`config.mk`:
```
export PLATFORM = sky130hd
export DESIGN_NAME = iist_top
export DESIGN_NICKNAME = d
export VERILOG_FILES = /design/src/design/iist_pkg.sv /design/src/design/iist_top.sv /design/src/design/iist_bus_watch.sv
export SDC_FILE = /design/constraint.sdc
export NUM_CORES = 1
export LEC_CHECK = 0
export ABC_AREA = 1
export BUFFER_PORTS_ARGS = -buffer_cell sky130_fd_sc_hd__clkbuf_2
export CORE_ASPECT_RATIO = 0.75
export CORE_MARGIN = 1.5
export CORE_UTILIZATION = 40
export DETAILED_ROUTE_END_ITERATION = 7
export GPL_TIMING_DRIVEN = 0
export MAX_ROUTING_LAYER = met4
export PLACE_DENSITY = 0.64
export SETUP_SLACK_MARGIN = 0.02
export SLEW_MARGIN = 20
export SYNTH_ARGS = -nofsm -noshare
export SYNTH_HDL_FRONTEND = slang
export SYNTH_SLANG_ARGS = --single-unit
```
`constraint.sdc`:
```
create_clock -name clk_sys -period 2.61 [get_ports clk_sys]
set_clock_uncertainty 0.05 [all_clocks]
set_input_delay 0.3915 -clock clk_sys [delete_from_list [all_inputs] [get_ports clk_sys]]
set_output_delay 0.3915 -clock clk_sys [all_outputs]
set_load 0.05 [all_outputs]
```
`src/design/iist_pkg.sv`:
```
// Purpose: Shared constants and types for the bus event timing block
// Assumes: 32-bit AXI4-Lite register port, 8-bit status snapshot
// Notes: Operation summary below, one line per behaviour
// Operation
// - Byte events always; stop event only if enabled
// - Master address event reads 1000X110B
// - Master eighth-clock data events read 1000X000B
// - Master ninth-clock data events read 1000X100B
// - Last master data event reads 1000XX00B
// - After stop, status reads 00000001B
// - Master extension code event reads 1010X110B
// - Master extension, ninth clock: 1010X100B, 1010XX00B
// - Master extension, eighth clock: 1010X000B
// - Slave extension: 0010X010B, then 0010X000B data
// - Slave extension, ninth clock: extra 0010X110B event
// - Extension code means in communication; repeats on restart
// - Wait select 0 eighth clock, 1 ninth clock
package iist_pkg;

    // Register byte offsets
    localparam logic [7:0] CTRL_OFS    = 8'h00;
    localparam logic [7:0] STATUS_OFS  = 8'h04;
    localparam logic [7:0] INTST_OFS   = 8'h08;
    localparam logic [7:0] INTMSK_OFS  = 8'h0c;

    // Control field positions
    localparam int CTRL_WAIT_BIT = 0;
    localparam int CTRL_SPIE_BIT = 1;
    localparam int CTRL_MST_BIT  = 2;

    // Reset values
    localparam logic [2:0] CTRL_RST   = 3'h0;
    localparam logic       MASK_RST   = 1'b0;
    localparam logic [7:0] STATUS_RST = 8'h00;

    // Status shown after a stop
    localparam logic [7:0] STOP_STATUS = 8'h01;

    // Bit positions of a byte on the wire
    localparam logic [3:0] DATA_CLOCKS = 4'h8;
    localparam logic [3:0] ACK_CLOCK   = 4'h9;

    // Bus responses
    localparam logic [1:0] RESP_OKAY   = 2'h0;
    localparam logic [1:0] RESP_SLVERR = 2'h2;

    // Snapshot layout, bit 7 down to bit 0
    typedef struct packed {
        logic master;
        logic arbLost;
        logic extCode;
        logic addrMatch;
        logic transmit;
        logic ackSeen;
        logic startSeen;
        logic stopSeen;
    } iist_status_s;

    // Line events seen by the watcher
    typedef struct packed {
        logic sclRise;
        logic sclFall;
        logic start;
        logic stop;
        logic sda;
    } iist_edges_s;

    // Transfer phase
    typedef enum logic [1:0] {
        PH_IDLE,
        PH_ADDR,
        PH_DATA
    } iist_phase_e;

    // Extension codes: address field 0000xxx or 1111xxx
    function automatic logic isExtCode(input logic [6:0] addr);
        return (addr[6:3] == 4'h0) || (addr[6:3] == 4'hf);
    endfunction

endpackage

```
`src/design/iist_top.sv`:
```
// Purpose: Decide event points and status snapshots of the bus block
// Assumes: Software marks master ownership before each start
// Notes: Watches the lines only; bit generation lives elsewhere
//
// Chosen here: the address map and the AXI4-Lite register port.
`timescale 1ns/1ps
module iist_top
    import iist_pkg::*;
#(
    parameter int ADDR_W = 8
)
(
    // Clock and reset
    input  wire logic              clk_sys,
    input  wire logic              rst_n,
    // Bus lines, receive side
    input  wire logic              sclIn,
    input  wire logic              sdaIn,
    // Event outputs
    output logic                   busEventRequest,
    output logic                   irq,
    // AXI4-Lite write address
    input  wire logic [ADDR_W-1:0] s_axi_awaddr,
    input  wire logic              s_axi_awvalid,
    output logic                   s_axi_awready,
    // AXI4-Lite write data
    input  wire logic [31:0]       s_axi_wdata,
    input  wire logic [3:0]        s_axi_wstrb,
    input  wire logic              s_axi_wvalid,
    output logic                   s_axi_wready,
    // AXI4-Lite write response
    output logic [1:0]             s_axi_bresp,
    output logic                   s_axi_bvalid,
    input  wire logic              s_axi_bready,
    // AXI4-Lite read address
    input  wire logic [ADDR_W-1:0] s_axi_araddr,
    input  wire logic              s_axi_arvalid,
    output logic                   s_axi_arready,
    // AXI4-Lite read data
    output logic [31:0]            s_axi_rdata,
    output logic [1:0]             s_axi_rresp,
    output logic                   s_axi_rvalid,
    input  wire logic              s_axi_rready
);
    // Line watcher
    iist_edges_s edges;          // Synchronised line events
    iist_bus_watch u_watch (
        .clk_sys (clk_sys),
        .rst_n   (rst_n),
        .sclIn   (sclIn),
        .sdaIn   (sdaIn),
        .edges   (edges)
    );
    // Software state
    logic [2:0]   ctrl_q;        // Wait select, stop enable, master
    logic         intStat_q;     // Sticky event flag
    logic         intMask_q;     // Event flag enable
    iist_status_s status_q;      // Snapshot seen by software
    wire waitSel   = ctrl_q[CTRL_WAIT_BIT];  // 0 eighth, 1 ninth
    wire stopEvtEn = ctrl_q[CTRL_SPIE_BIT];  // Stop raises event
    wire mstCtrl   = ctrl_q[CTRL_MST_BIT];   // We own the next start
    // Transfer state
    iist_phase_e phase_q;        // Idle, address or data byte
    logic [3:0]  bitCnt_q;       // Clock rises within the byte
    logic [7:0]  shift_q;        // Bits of the current byte
    logic        ack_q;          // Ack seen on ninth clock
    logic        mst_q;          // Master for this transfer
    logic        exc_q;          // Extension code received
    logic        comm_q;         // In communication
    logic        trc_q;          // Transmitting
    logic        pend_q;         // Snapshot taken, pulse next
    logic        req_q;          // Event request pulse
    // Byte position decode
    wire inAddr = (phase_q == PH_ADDR);
    wire inData = (phase_q == PH_DATA);
    wire at8    = edges.sclFall && (bitCnt_q == DATA_CLOCKS);
    wire at9    = edges.sclFall && (bitCnt_q == ACK_CLOCK);
    wire extNow = isExtCode(shift_q[7:1]);
    // Direction bit read 0 means the master sends
    wire trcNow = mst_q ? ~shift_q[0] : shift_q[0];
    // Slave sees an extension code: event at eighth clock
    wire slvExt8 = inAddr & at8 & ~mst_q & extNow;
    // Slave extension with ninth-clock wait: second event
    wire slvExt9 = inAddr & at9 & ~mst_q & exc_q & waitSel;
    // Master address byte: event after its acknowledge
    wire mstAddr9 = inAddr & at9 & mst_q;
    // Data events follow the live wait select, so software can move the last one
    wire data8 = inData & at8 & comm_q & ~waitSel;
    wire data9 = inData & at9 & comm_q & waitSel;
    // Byte events always raise; stop only when enabled
    wire byteEvt = slvExt8 | slvExt9 | mstAddr9 | data8 | data9;
    wire evtD    = byteEvt | (edges.stop & stopEvtEn);
    wire snapEn  = byteEvt | edges.stop;
    // Start shown on address events only; ack only after the ninth clock
    iist_status_s statByte;      // Byte-event snapshot
    iist_status_s statD;         // Selected snapshot
    assign statByte.master    = mst_q;
    assign statByte.arbLost   = 1'b0;
    assign statByte.extCode   = (inAddr & ~mst_q) | exc_q;
    assign statByte.addrMatch = 1'b0;
    assign statByte.transmit  = slvExt8 ? trcNow : trc_q;
    assign statByte.ackSeen   = at9 & ack_q;
    assign statByte.startSeen = inAddr;
    assign statByte.stopSeen  = 1'b0;
    // Stop wins the slot and clears every other flag
    assign statD = edges.stop ? iist_status_s'(STOP_STATUS) : statByte;
    // Phase moves on start, address completion and stop
    always_ff @(posedge clk_sys or negedge rst_n) begin
        if (!rst_n) begin
            phase_q <= PH_IDLE;
        end else if (edges.stop) begin
            phase_q <= PH_IDLE;
        end else if (edges.start) begin
            phase_q <= PH_ADDR;
        end else begin
            unique case (phase_q)
                PH_ADDR: phase_q <= at9 ? PH_DATA : PH_ADDR;
                PH_IDLE, PH_DATA: phase_q <= phase_q;
                default: phase_q <= PH_IDLE;
            endcase
        end
    end
    // Clock count wraps to 1 on the rise after the ack clock
    wire [3:0] cntNext = (bitCnt_q == ACK_CLOCK) ? 4'h1 : bitCnt_q + 4'h1;
    wire       dataRise = edges.sclRise & (cntNext <= DATA_CLOCKS);
    wire       ackRise  = edges.sclRise & (cntNext == ACK_CLOCK);
    // Count clocks only inside a transfer
    always_ff @(posedge clk_sys or negedge rst_n) begin
        if (!rst_n) begin
            bitCnt_q <= 4'h0;
        end else if (edges.start || edges.stop) begin
            bitCnt_q <= 4'h0;
        end else if (edges.sclRise && phase_q != PH_IDLE) begin
            bitCnt_q <= cntNext;
        end
    end
    // Bits one to eight MSB first; low line on the ninth is an ack
    always_ff @(posedge clk_sys or negedge rst_n) begin
        if (!rst_n) begin
            shift_q <= 8'h00;
            ack_q   <= 1'b0;
        end else if (phase_q != PH_IDLE) begin
            if (dataRise) shift_q <= {shift_q[6:0], edges.sda};
            if (ackRise) ack_q <= ~edges.sda;
        end
    end
    // Master ownership is latched at each start
    always_ff @(posedge clk_sys or negedge rst_n) begin
        if (!rst_n) begin
            mst_q <= 1'b0;
        end else if (edges.start) begin
            mst_q <= mstCtrl;
        end else if (edges.stop) begin
            mst_q <= 1'b0;
        end
    end
    // Extension and communication re-judged on every restart
    always_ff @(posedge clk_sys or negedge rst_n) begin
        if (!rst_n) begin
            exc_q  <= 1'b0;
            comm_q <= 1'b0;
        end else if (edges.start || edges.stop) begin
            exc_q  <= 1'b0;
            comm_q <= 1'b0;
        end else if (inAddr && at8) begin
            exc_q  <= extNow;
            comm_q <= mst_q | extNow;
        end
    end
    // Direction fixed by the address byte
    always_ff @(posedge clk_sys or negedge rst_n) begin
        if (!rst_n) begin
            trc_q <= 1'b0;
        end else if (inAddr && at8) begin
            trc_q <= trcNow;
        end
    end
    // Snapshot lands one cycle before the request pulse
    always_ff @(posedge clk_sys or negedge rst_n) begin
        if (!rst_n) begin
            status_q <= iist_status_s'(STATUS_RST);
        end else if (snapEn) begin
            status_q <= statD;
        end
    end
    // Delay keeps the pulse after the snapshot is stable
    always_ff @(posedge clk_sys or negedge rst_n) begin
        if (!rst_n) begin
            pend_q <= 1'b0;
            req_q  <= 1'b0;
        end else begin
            pend_q <= evtD;
            req_q  <= pend_q;
        end
    end
    assign busEventRequest = req_q;
    // AXI4-Lite write side
    logic              awReady_q;  // Address slot free
    logic              wReady_q;   // Data slot free
    logic              awHeld_q;   // Address captured
    logic              wHeld_q;    // Data captured
    logic [ADDR_W-1:0] awAddr_q;   // Captured write address
    logic [7:0]        wData_q;    // Captured low byte
    logic              wStrb_q;    // Low lane enabled
    logic              bValid_q;   // Response pending
    logic [1:0]        bResp_q;    // Response code
    wire awTake  = s_axi_awvalid & awReady_q;
    wire wTake   = s_axi_wvalid & wReady_q;
    wire doWrite = awHeld_q & wHeld_q & ~bValid_q;
    wire bDone   = bValid_q & s_axi_bready;
    // Write decode on the captured address
    wire wrCtrl  = doWrite & (awAddr_q == ADDR_W'(CTRL_OFS));
    wire wrIntSt = doWrite & (awAddr_q == ADDR_W'(INTST_OFS));
    wire wrMask  = doWrite & (awAddr_q == ADDR_W'(INTMSK_OFS));
    wire wrStat  = doWrite & (awAddr_q == ADDR_W'(STATUS_OFS));
    wire wrHit   = wrCtrl | wrIntSt | wrMask | wrStat;
    // Address and data are taken in either order
    always_ff @(posedge clk_sys or negedge rst_n) begin
        if (!rst_n) begin
            awReady_q <= 1'b1;
            awHeld_q  <= 1'b0;
            awAddr_q  <= '0;
        end else if (awTake) begin
            awReady_q <= 1'b0;
            awHeld_q  <= 1'b1;
            awAddr_q  <= s_axi_awaddr;
        end else if (doWrite) begin
            awHeld_q  <= 1'b0;
        end else if (bDone) begin
            awReady_q <= 1'b1;
        end
    end
    // Only the low lane carries register bits
    always_ff @(posedge clk_sys or negedge rst_n) begin
        if (!rst_n) begin
            wReady_q <= 1'b1;
            wHeld_q  <= 1'b0;
            wData_q  <= 8'h00;
            wStrb_q  <= 1'b0;
        end else if (wTake) begin
            wReady_q <= 1'b0;
            wHeld_q  <= 1'b1;
            wData_q  <= s_axi_wdata[7:0];
            wStrb_q  <= s_axi_wstrb[0];
        end else if (doWrite) begin
            wHeld_q  <= 1'b0;
        end else if (bDone) begin
            wReady_q <= 1'b1;
        end
    end
    // Response after both halves; unmapped gets an error
    always_ff @(posedge clk_sys or negedge rst_n) begin
        if (!rst_n) begin
            bValid_q <= 1'b0;
            bResp_q  <= RESP_OKAY;
        end else if (doWrite) begin
            bValid_q <= 1'b1;
            bResp_q  <= wrHit ? RESP_OKAY : RESP_SLVERR;
        end else if (bDone) begin
            bValid_q <= 1'b0;
        end
    end
    // Control and mask writes; status is read only
    always_ff @(posedge clk_sys or negedge rst_n) begin
        if (!rst_n) begin
            ctrl_q    <= CTRL_RST;
            intMask_q <= MASK_RST;
        end else if (wStrb_q) begin
            if (wrCtrl) ctrl_q <= wData_q[2:0];
            if (wrMask) intMask_q <= wData_q[0];
        end
    end
    // Sticky flag: a new event beats a same-cycle clear
    wire intClr = wrIntSt & wStrb_q & wData_q[0];
    always_ff @(posedge clk_sys or negedge rst_n) begin
        if (!rst_n) begin
            intStat_q <= 1'b0;
        end else begin
            intStat_q <= (intStat_q & ~intClr) | req_q;
        end
    end
    // Level interrupt, registered so the pin is a flop
    always_ff @(posedge clk_sys or negedge rst_n) begin
        if (!rst_n) begin
            irq <= 1'b0;
        end else begin
            irq <= intStat_q & intMask_q;
        end
    end
    // AXI4-Lite read side
    logic        arReady_q;      // Read slot free
    logic        rValid_q;       // Read data pending
    logic [31:0] rData_q;        // Read data
    logic [1:0]  rResp_q;        // Read response
    wire arTake = s_axi_arvalid & arReady_q;
    wire rDone  = rValid_q & s_axi_rready;
    // Read mux; upper bits read as zero
    wire rdCtrl  = (s_axi_araddr == ADDR_W'(CTRL_OFS));
    wire rdStat  = (s_axi_araddr == ADDR_W'(STATUS_OFS));
    wire rdIntSt = (s_axi_araddr == ADDR_W'(INTST_OFS));
    wire rdMask  = (s_axi_araddr == ADDR_W'(INTMSK_OFS));
    wire rdHit   = rdCtrl | rdStat | rdIntSt | rdMask;
    wire [31:0] rdMux = rdCtrl  ? {29'h0, ctrl_q} :
                        rdStat  ? {24'h0, status_q} :
                        rdIntSt ? {31'h0, intStat_q} :
                        rdMask  ? {31'h0, intMask_q} : 32'h0;
    // One read in flight; answer one cycle after taking
    always_ff @(posedge clk_sys or negedge rst_n) begin
        if (!rst_n) begin
            arReady_q <= 1'b1;
            rValid_q  <= 1'b0;
            rData_q   <= 32'h0;
            rResp_q   <= RESP_OKAY;
        end else if (arTake) begin
            arReady_q <= 1'b0;
            rValid_q  <= 1'b1;
            rData_q   <= rdMux;
            rResp_q   <= rdHit ? RESP_OKAY : RESP_SLVERR;
        end else if (rDone) begin
            arReady_q <= 1'b1;
            rValid_q  <= 1'b0;
        end
    end
    // Port hookup from flops
    assign s_axi_awready = awReady_q;
    assign s_axi_wready  = wReady_q;
    assign s_axi_bvalid  = bValid_q;
    assign s_axi_bresp   = bResp_q;
    assign s_axi_arready = arReady_q;
    assign s_axi_rvalid  = rValid_q;
    assign s_axi_rdata   = rData_q;
    assign s_axi_rresp   = rResp_q;
endmodule

```
`src/design/iist_bus_watch.sv`:
```
// Purpose: Synchronise the two bus lines and report their events
// Assumes: Lines are slow against the system clock
// Notes: Start and stop need the clock line steady high
`timescale 1ns/1ps
module iist_bus_watch
    import iist_pkg::*;
(
    // Clock and reset
    input  wire logic        clk_sys,
    input  wire logic        rst_n,
    // Bus lines
    input  wire logic        sclIn,
    input  wire logic        sdaIn,
    // Line events
    output iist_edges_s      edges
);

    logic [1:0] sclSync_q;   // Synchroniser for clock line
    logic [1:0] sdaSync_q;   // Synchroniser for data line
    logic       sclLast_q;   // Previous settled clock level
    logic       sdaLast_q;   // Previous settled data level

    // Two flops per line; only stage 1 is looked at
    always_ff @(posedge clk_sys or negedge rst_n) begin
        if (!rst_n) begin
            sclSync_q <= 2'h3;
            sdaSync_q <= 2'h3;
            sclLast_q <= 1'b1;
            sdaLast_q <= 1'b1;
        end else begin
            sclSync_q <= {sclSync_q[0], sclIn};
            sdaSync_q <= {sdaSync_q[0], sdaIn};
            sclLast_q <= sclSync_q[1];
            sdaLast_q <= sdaSync_q[1];
        end
    end

    // Clock high on both samples guards against skew on edges
    wire sclHigh = sclSync_q[1] & sclLast_q;

    assign edges.sclRise = sclSync_q[1] & ~sclLast_q;
    assign edges.sclFall = ~sclSync_q[1] & sclLast_q;
    assign edges.start   = sclHigh & sdaLast_q & ~sdaSync_q[1];
    assign edges.stop    = sclHigh & ~sdaLast_q & sdaSync_q[1];
    assign edges.sda     = sdaSync_q[1];

endmodule

```
== Word level (Yosys, flattened, before mapping) ==
Cells that the tools add are included.

* Register bits after elaboration: 96
* Bits of input ports: 61
* Output and inout bits: 43
* Logic and storage cells: 183

* Add/subtract/negate cells: 1
* Magnitude comparators: 1
* Equal/unequal tests: 15
* Mux-type cells: 35
* Bitwise logic cells: 65
* Reductions and logical operators: 27

{| class="wikitable"
|+ Operators with widths
! cell !! number
|-
| 1-bit AND || 41
|-
| 8-bit by 4-bit equality test with 1-bit output, second input constant || 4
|-
| 8-bit two-way mux || 3
|-
| 1-bit two-way mux || 23
|-
| 2-bit nonzero test || 10
|-
| 4-bit equality test, second input constant || 4
|-
| 8-bit by 3-bit equality test with 1-bit output, second input constant || 2
|-
| 8-bit logical NOT || 2
|-
| 1-bit bitwise OR || 15
|-
| 4-bit two-way mux || 3
|-
| 2-bit AND reduction || 6
|-
| 2-bit two-way mux || 5
|-
| 1-bit inverter || 9
|-
| 4-bit by 1-bit adder with 4-bit output, second input constant || 1
|-
| 4-bit <= comparator, second input constant || 1
|-
| 1-bit logical AND || 4
|-
| 4-bit logical NOT || 1
|-
| 2-bit != test, second input constant || 2
|-
| 2-bit one-hot mux with 2 select lines || 1
|-
| 3-bit != test, second input constant || 1
|-
| 2-bit by 1-bit equality test with 1-bit output, second input constant || 1
|-
| 2-bit equality test, second input constant || 1
|-
| 2-bit logical NOT || 1
|-
| 1-bit logical OR || 2
|-
| 2-bit OR reduction || 1
|}

== Logic depth before layout (Yosys ltp) ==
* Word-level depth: 12
* Mapped depth: 9
* Gate-level depth less buffers: 9

== By module ==
A second synthesis with hierarchy kept.

* Cells, all modules: 358
* Area, all modules: 3204.3 um^2

{| class="wikitable"
|+ Modules (own cells, without submodules)
! module !! instances !! cells an instance !! area each (um^2) !! seq. area each (um^2)
|-
| iist_top || 1 || 340 || 2997.9 || 1505.2
|-
| iist_bus_watch || 1 || 18 || 206.4 || 157.7
|}

== Worst setup path after synthesis ==
OpenSTA, ideal clock, no wires.

* Kind: register to register
* Start: reg bValid_q (netlist: s_axi_bvalid)
* End: reg ctrl_q[0]
* Library setup time: 0.126 ns
* Arrival time: 1.347 ns
* Path slack: 1.086 ns
* Cell stages (with the launch flop): 7
* Path buffers: 0
* Clock period less this slack: 1.524 ns
* Cell sequence: dfrtp_1 -> inv_1 -> nand3_1 -> nor2_1 -> nand3_1 -> nand2_1 -> o21ai_0

* Word-level cells in the longest chain between the ends: 4

{| class="wikitable"
|+ Ends and longest elaborated chain
! element !! line !! text
|-
| start, declared || iist_top.sv:205 || <nowiki>logic bValid_q;</nowiki>
|-
| start signal, assigned || iist_top.sv:254 || <nowiki>bValid_q <= 1'b0;</nowiki>
|-
| start signal, assigned || iist_top.sv:257 || <nowiki>bValid_q <= 1'b1;</nowiki>
|-
| start signal, assigned || iist_top.sv:260 || <nowiki>bValid_q <= 1'b0;</nowiki>
|-
| 1-bit inverter || iist_top.sv:209 || <nowiki>wire doWrite = awHeld_q & wHeld_q & ~bValid_q;</nowiki>
|-
| 1-bit AND || iist_top.sv:209 ||
|-
| 1-bit AND || iist_top.sv:212 || <nowiki>wire wrCtrl = doWrite & (awAddr_q == ADDR_W'(CTRL_OFS));</nowiki>
|-
| 2-bit AND reduction (no source line) || -- ||
|-
| end signal, assigned || iist_top.sv:269 || <nowiki>if (wrCtrl) ctrl_q <= wData_q[2:0];</nowiki>
|-
| end, declared || iist_top.sv:55 || <nowiki>logic [2:0] ctrl_q;</nowiki>
|}

No other way between the ends.
A chain may end at the register's enable or synchronous reset.

== Final worst setup path ==
* Start: reg awReady_q (netlist: s_axi_awready)
* End: out s_axi_awready

{| class="wikitable"
|+ RTL lines
! element !! line !! text
|-
| start, declared || iist_top.sv:198 || <nowiki>logic awReady_q;</nowiki>
|-
| start signal, assigned || iist_top.sv:220 || <nowiki>awReady_q <= 1'b1;</nowiki>
|-
| start signal, assigned || iist_top.sv:224 || <nowiki>awReady_q <= 1'b0;</nowiki>
|-
| start signal, assigned || iist_top.sv:230 || <nowiki>awReady_q <= 1'b1;</nowiki>
|-
| end, declared || iist_top.sv:25 || <nowiki>output logic s_axi_awready,</nowiki>
|}

No word-level cell between the ends.

==> run metrics <==
outcome complete, no violations; Pleak 2.004 nW; Post-Place Worst Slack 1017 ps; initial antenna violation count 0; Final TNS setup 0 ps; Setup crit end s_axi_awready; # fillers 686; Top FF cell, synth dfrtp_1; clock sinks 66; global-route wire length before repair approximately 9900 µm; Starting Density 41.77%; Synth warnings 0; CP Launch Point s_axi_awready; RR Endpoint bitCnt_q[3]; ratio of cells with drive above 1 in the final layout between 30% and 40%; critical path start-end classification flip-flop to output port; Worst path depth 1; placed insts 502; Buf/Inv on CP 1; WL per Instance 10.82 µm; met2 GRT Util 23.03%; grt ovf 0; Detailed Routing Iterations Pass 1 4; initial DRC count 104; worst-case clock buffer depth 2; ant diodes 0; Hold Fails Final Rpt 0; Detailed Route WL 5615 µm; hold depth 1; grt peak-use layer met2; register area share after synthesis 53.81%; Reg area ~1700 µm²; Design Power 0.003435 W; Worst R2R Start u_watch.sdaSync_q[1]; CP top delay family flip-flops; CP max-delay cell dfstp_2; ys async rst share 100.0%; chip height 79.12 µm; largest net degree at the start of global routing 55; final max-slew violation count 0; post-synthesis cell count 330; FP Rows 27; final setup vio count 0; number of synthesized flops with an enable pin 0; R2R Setup Slk 1000 ps; # DRC 0; peak fanout along the critical path 4; Arr. time, crit path 1190 ps; largest family of logic cells by synthesized area simple AND/OR/NAND/NOR gates; CTS tree done; unrepaired setup endpoints after global routing false; Synth-to-Final Area Change 23.81%; met3 GRT Util 5.583%; fmax 612.4 MHz; dominant cell type by area after synthesis dfrtp_1; input/output buffers 43; Compound-Gate Fraction of Synth Area 8.988%; max_cap viols 0; vias around 2300; WP data required 2170 ps; FF-to-FF path depth 7; Avg Cell Area, Syn 9.365 µm²; Worst setup SP type flip-flop; insertion delay to the later sink of the worst-skew pair ~350 ps; die width 104.5 µm; Synth area leaders dfrtp_1 (46%), dfstp_2 (7.7%), nand2_1 (6.9%); vias in the first global route about 2200; FF+latch count, synth 66; root buf cell clkbuf_8; fin nets about 470; Post-Synth XOR/XNOR Area 0.5668%; Clk pin slew, worst setup/hold paths roughly 70 ps; CTS buffer count 9; Post-Layout Cell Count 519; Synth Cell Area 3090 µm²; Tcrit/Tclk final a little over three fifths; worst path cell trace clkbuf_2; Power Density 897.7 nW/µm²; GR Util met1 20.58%; post-detail-place hpwl 4218 µm; Multi-input gate area 1145 µm²; cell area after layout 3826 µm²; total core area ~7400 µm²; Crit. End Element output port; CP peak stage delay 560 ps; placed cell area 3563 µm²; PnR worst setup slack 977.2 ps; Hold Crit Class input pin to flip-flop; Yosys cell types 35; post-synthesis adder-cell area fraction 0%; multiplexer share of the synthesized area 2.915%; I/O pins between 100 and 150; antenna-violating nets left 0; cts repair resizes 0; post-route minimum period ~1600 ps; maximum vdd drop 0.5769 mV; drt via density 4.428; H-tree levels 3; simple-gate share of the synthesized area a little over a fifth; Die ar. 8268 µm²; Overall Global Routing Usage between 10% and 20%; RePlAce Congestion 0.7854; share of the synthesized area in the top cell type 46.15%
[metal layers]
layer	vias up	share of wire [%]
li1	1186	-
met1	1041	49
met2	61	44
met3	10	5.5
met4	0	1.7
met5	-	0
[synth_stat cells (5+ instances only)]
cell type   n
a21oi_1    12
buf_4      28
dfrtp_1    57
dfstp_2     9
inv_1      37
inv_2       5
mux2_2      7
nand2_1    57
nand2_2     5
nand3_1    16
nand4_1    10
nor2_1     25
nor3_1      5
o21ai_0    14
o21ai_1     7
[kinds of logic (layout without fill, tap and decap cells)]
logic type	count (synthesis)	count (layout)
AOI/OAI and AO/OA	47	47
muxes	8	8
other	1	28
and+or+nand+nor	134	134
DFF	66	66
buffers and inverters	72	133
xor gates and xnor gates	2	2
[worst min path at each step]
stage	startpoint	to	slack, ps
after global placement	pend_q	busEventRequest	290
after global routing	sdaIn	u_watch.sdaSync_q[0]	50
after detailed placement	rst_n	awAddr_q[6]	230
after CTS	sdaIn	u_watch.sdaSync_q[0]	50
final	sdaIn	u_watch.sdaSync_q[0]	70
after floorplan	rst_n	ack_q	50
[cell usage in the layout, fill, tap and decap left out, drive strengths merged, types with 3 or more instances in the layout]
cell type,instances
clkbuf,55
dfstp,9
mux2,8
nand4,10
bufinv,3
a21oi,12
a31oi,3
nand2,63
conb,28
o21ai,22
or2,3
dfrtp,57
buf,31
a22o,4
inv,42
nor3,6
nor2,33
nand3,19
[what timing repair did]
item,in CTS,in global routing
endpoints found under the hold margin,8,0
buffers inserted,0,0
endpoints found under the setup margin,0,0
hold buffers,1,0
[where the power goes]
| part | internal (W) | total, W | switching, W |
|---|---|---|---|
| logic | 0.000295 | 0.000897 | 0.000602 |
| registers | 0.00129 | 0.00147 | 0.000173 |
| clock network | 0.000687 | 0.00107 | 0.000385 |
[sequential cells by signal, indices dropped and copies added, names as in the netlist, 2 cells and up]
register and count:
awAddr_q 8, bitCnt_q 4, ctrl_q 3, phase_q 2, s_axi_rdata 6, shift_q 8
status_q 6, u_watch.sclSync_q 2, u_watch.sdaSync_q 2, wData_q 3
[metrics by stage]
stage / utilization, % / hold slack, ps
2_1_floorplan: - / 45.91
4_1_cts: 51.72 / 50.46
3_5_place_dp: 48.17 / 230.4
3_3_place_gp: 47.76 / 290.6
5_1_grt: 51.72 / 52.06
6_report: 51.72 / 71.21
[layout make-up]
cell class,instances,share of cell area [%]
Timing Repair Buffer,45,6.671
Multi-Input combinational cell,219,29.92
Buffer,30,5.919
Sequential cell,66,43.46
Tap cell,101,3.303
Inverter,42,4.120
Clock buffer,12,4.055
Clock inverter,4,2.551
Power figures use the tool's default switching activity.
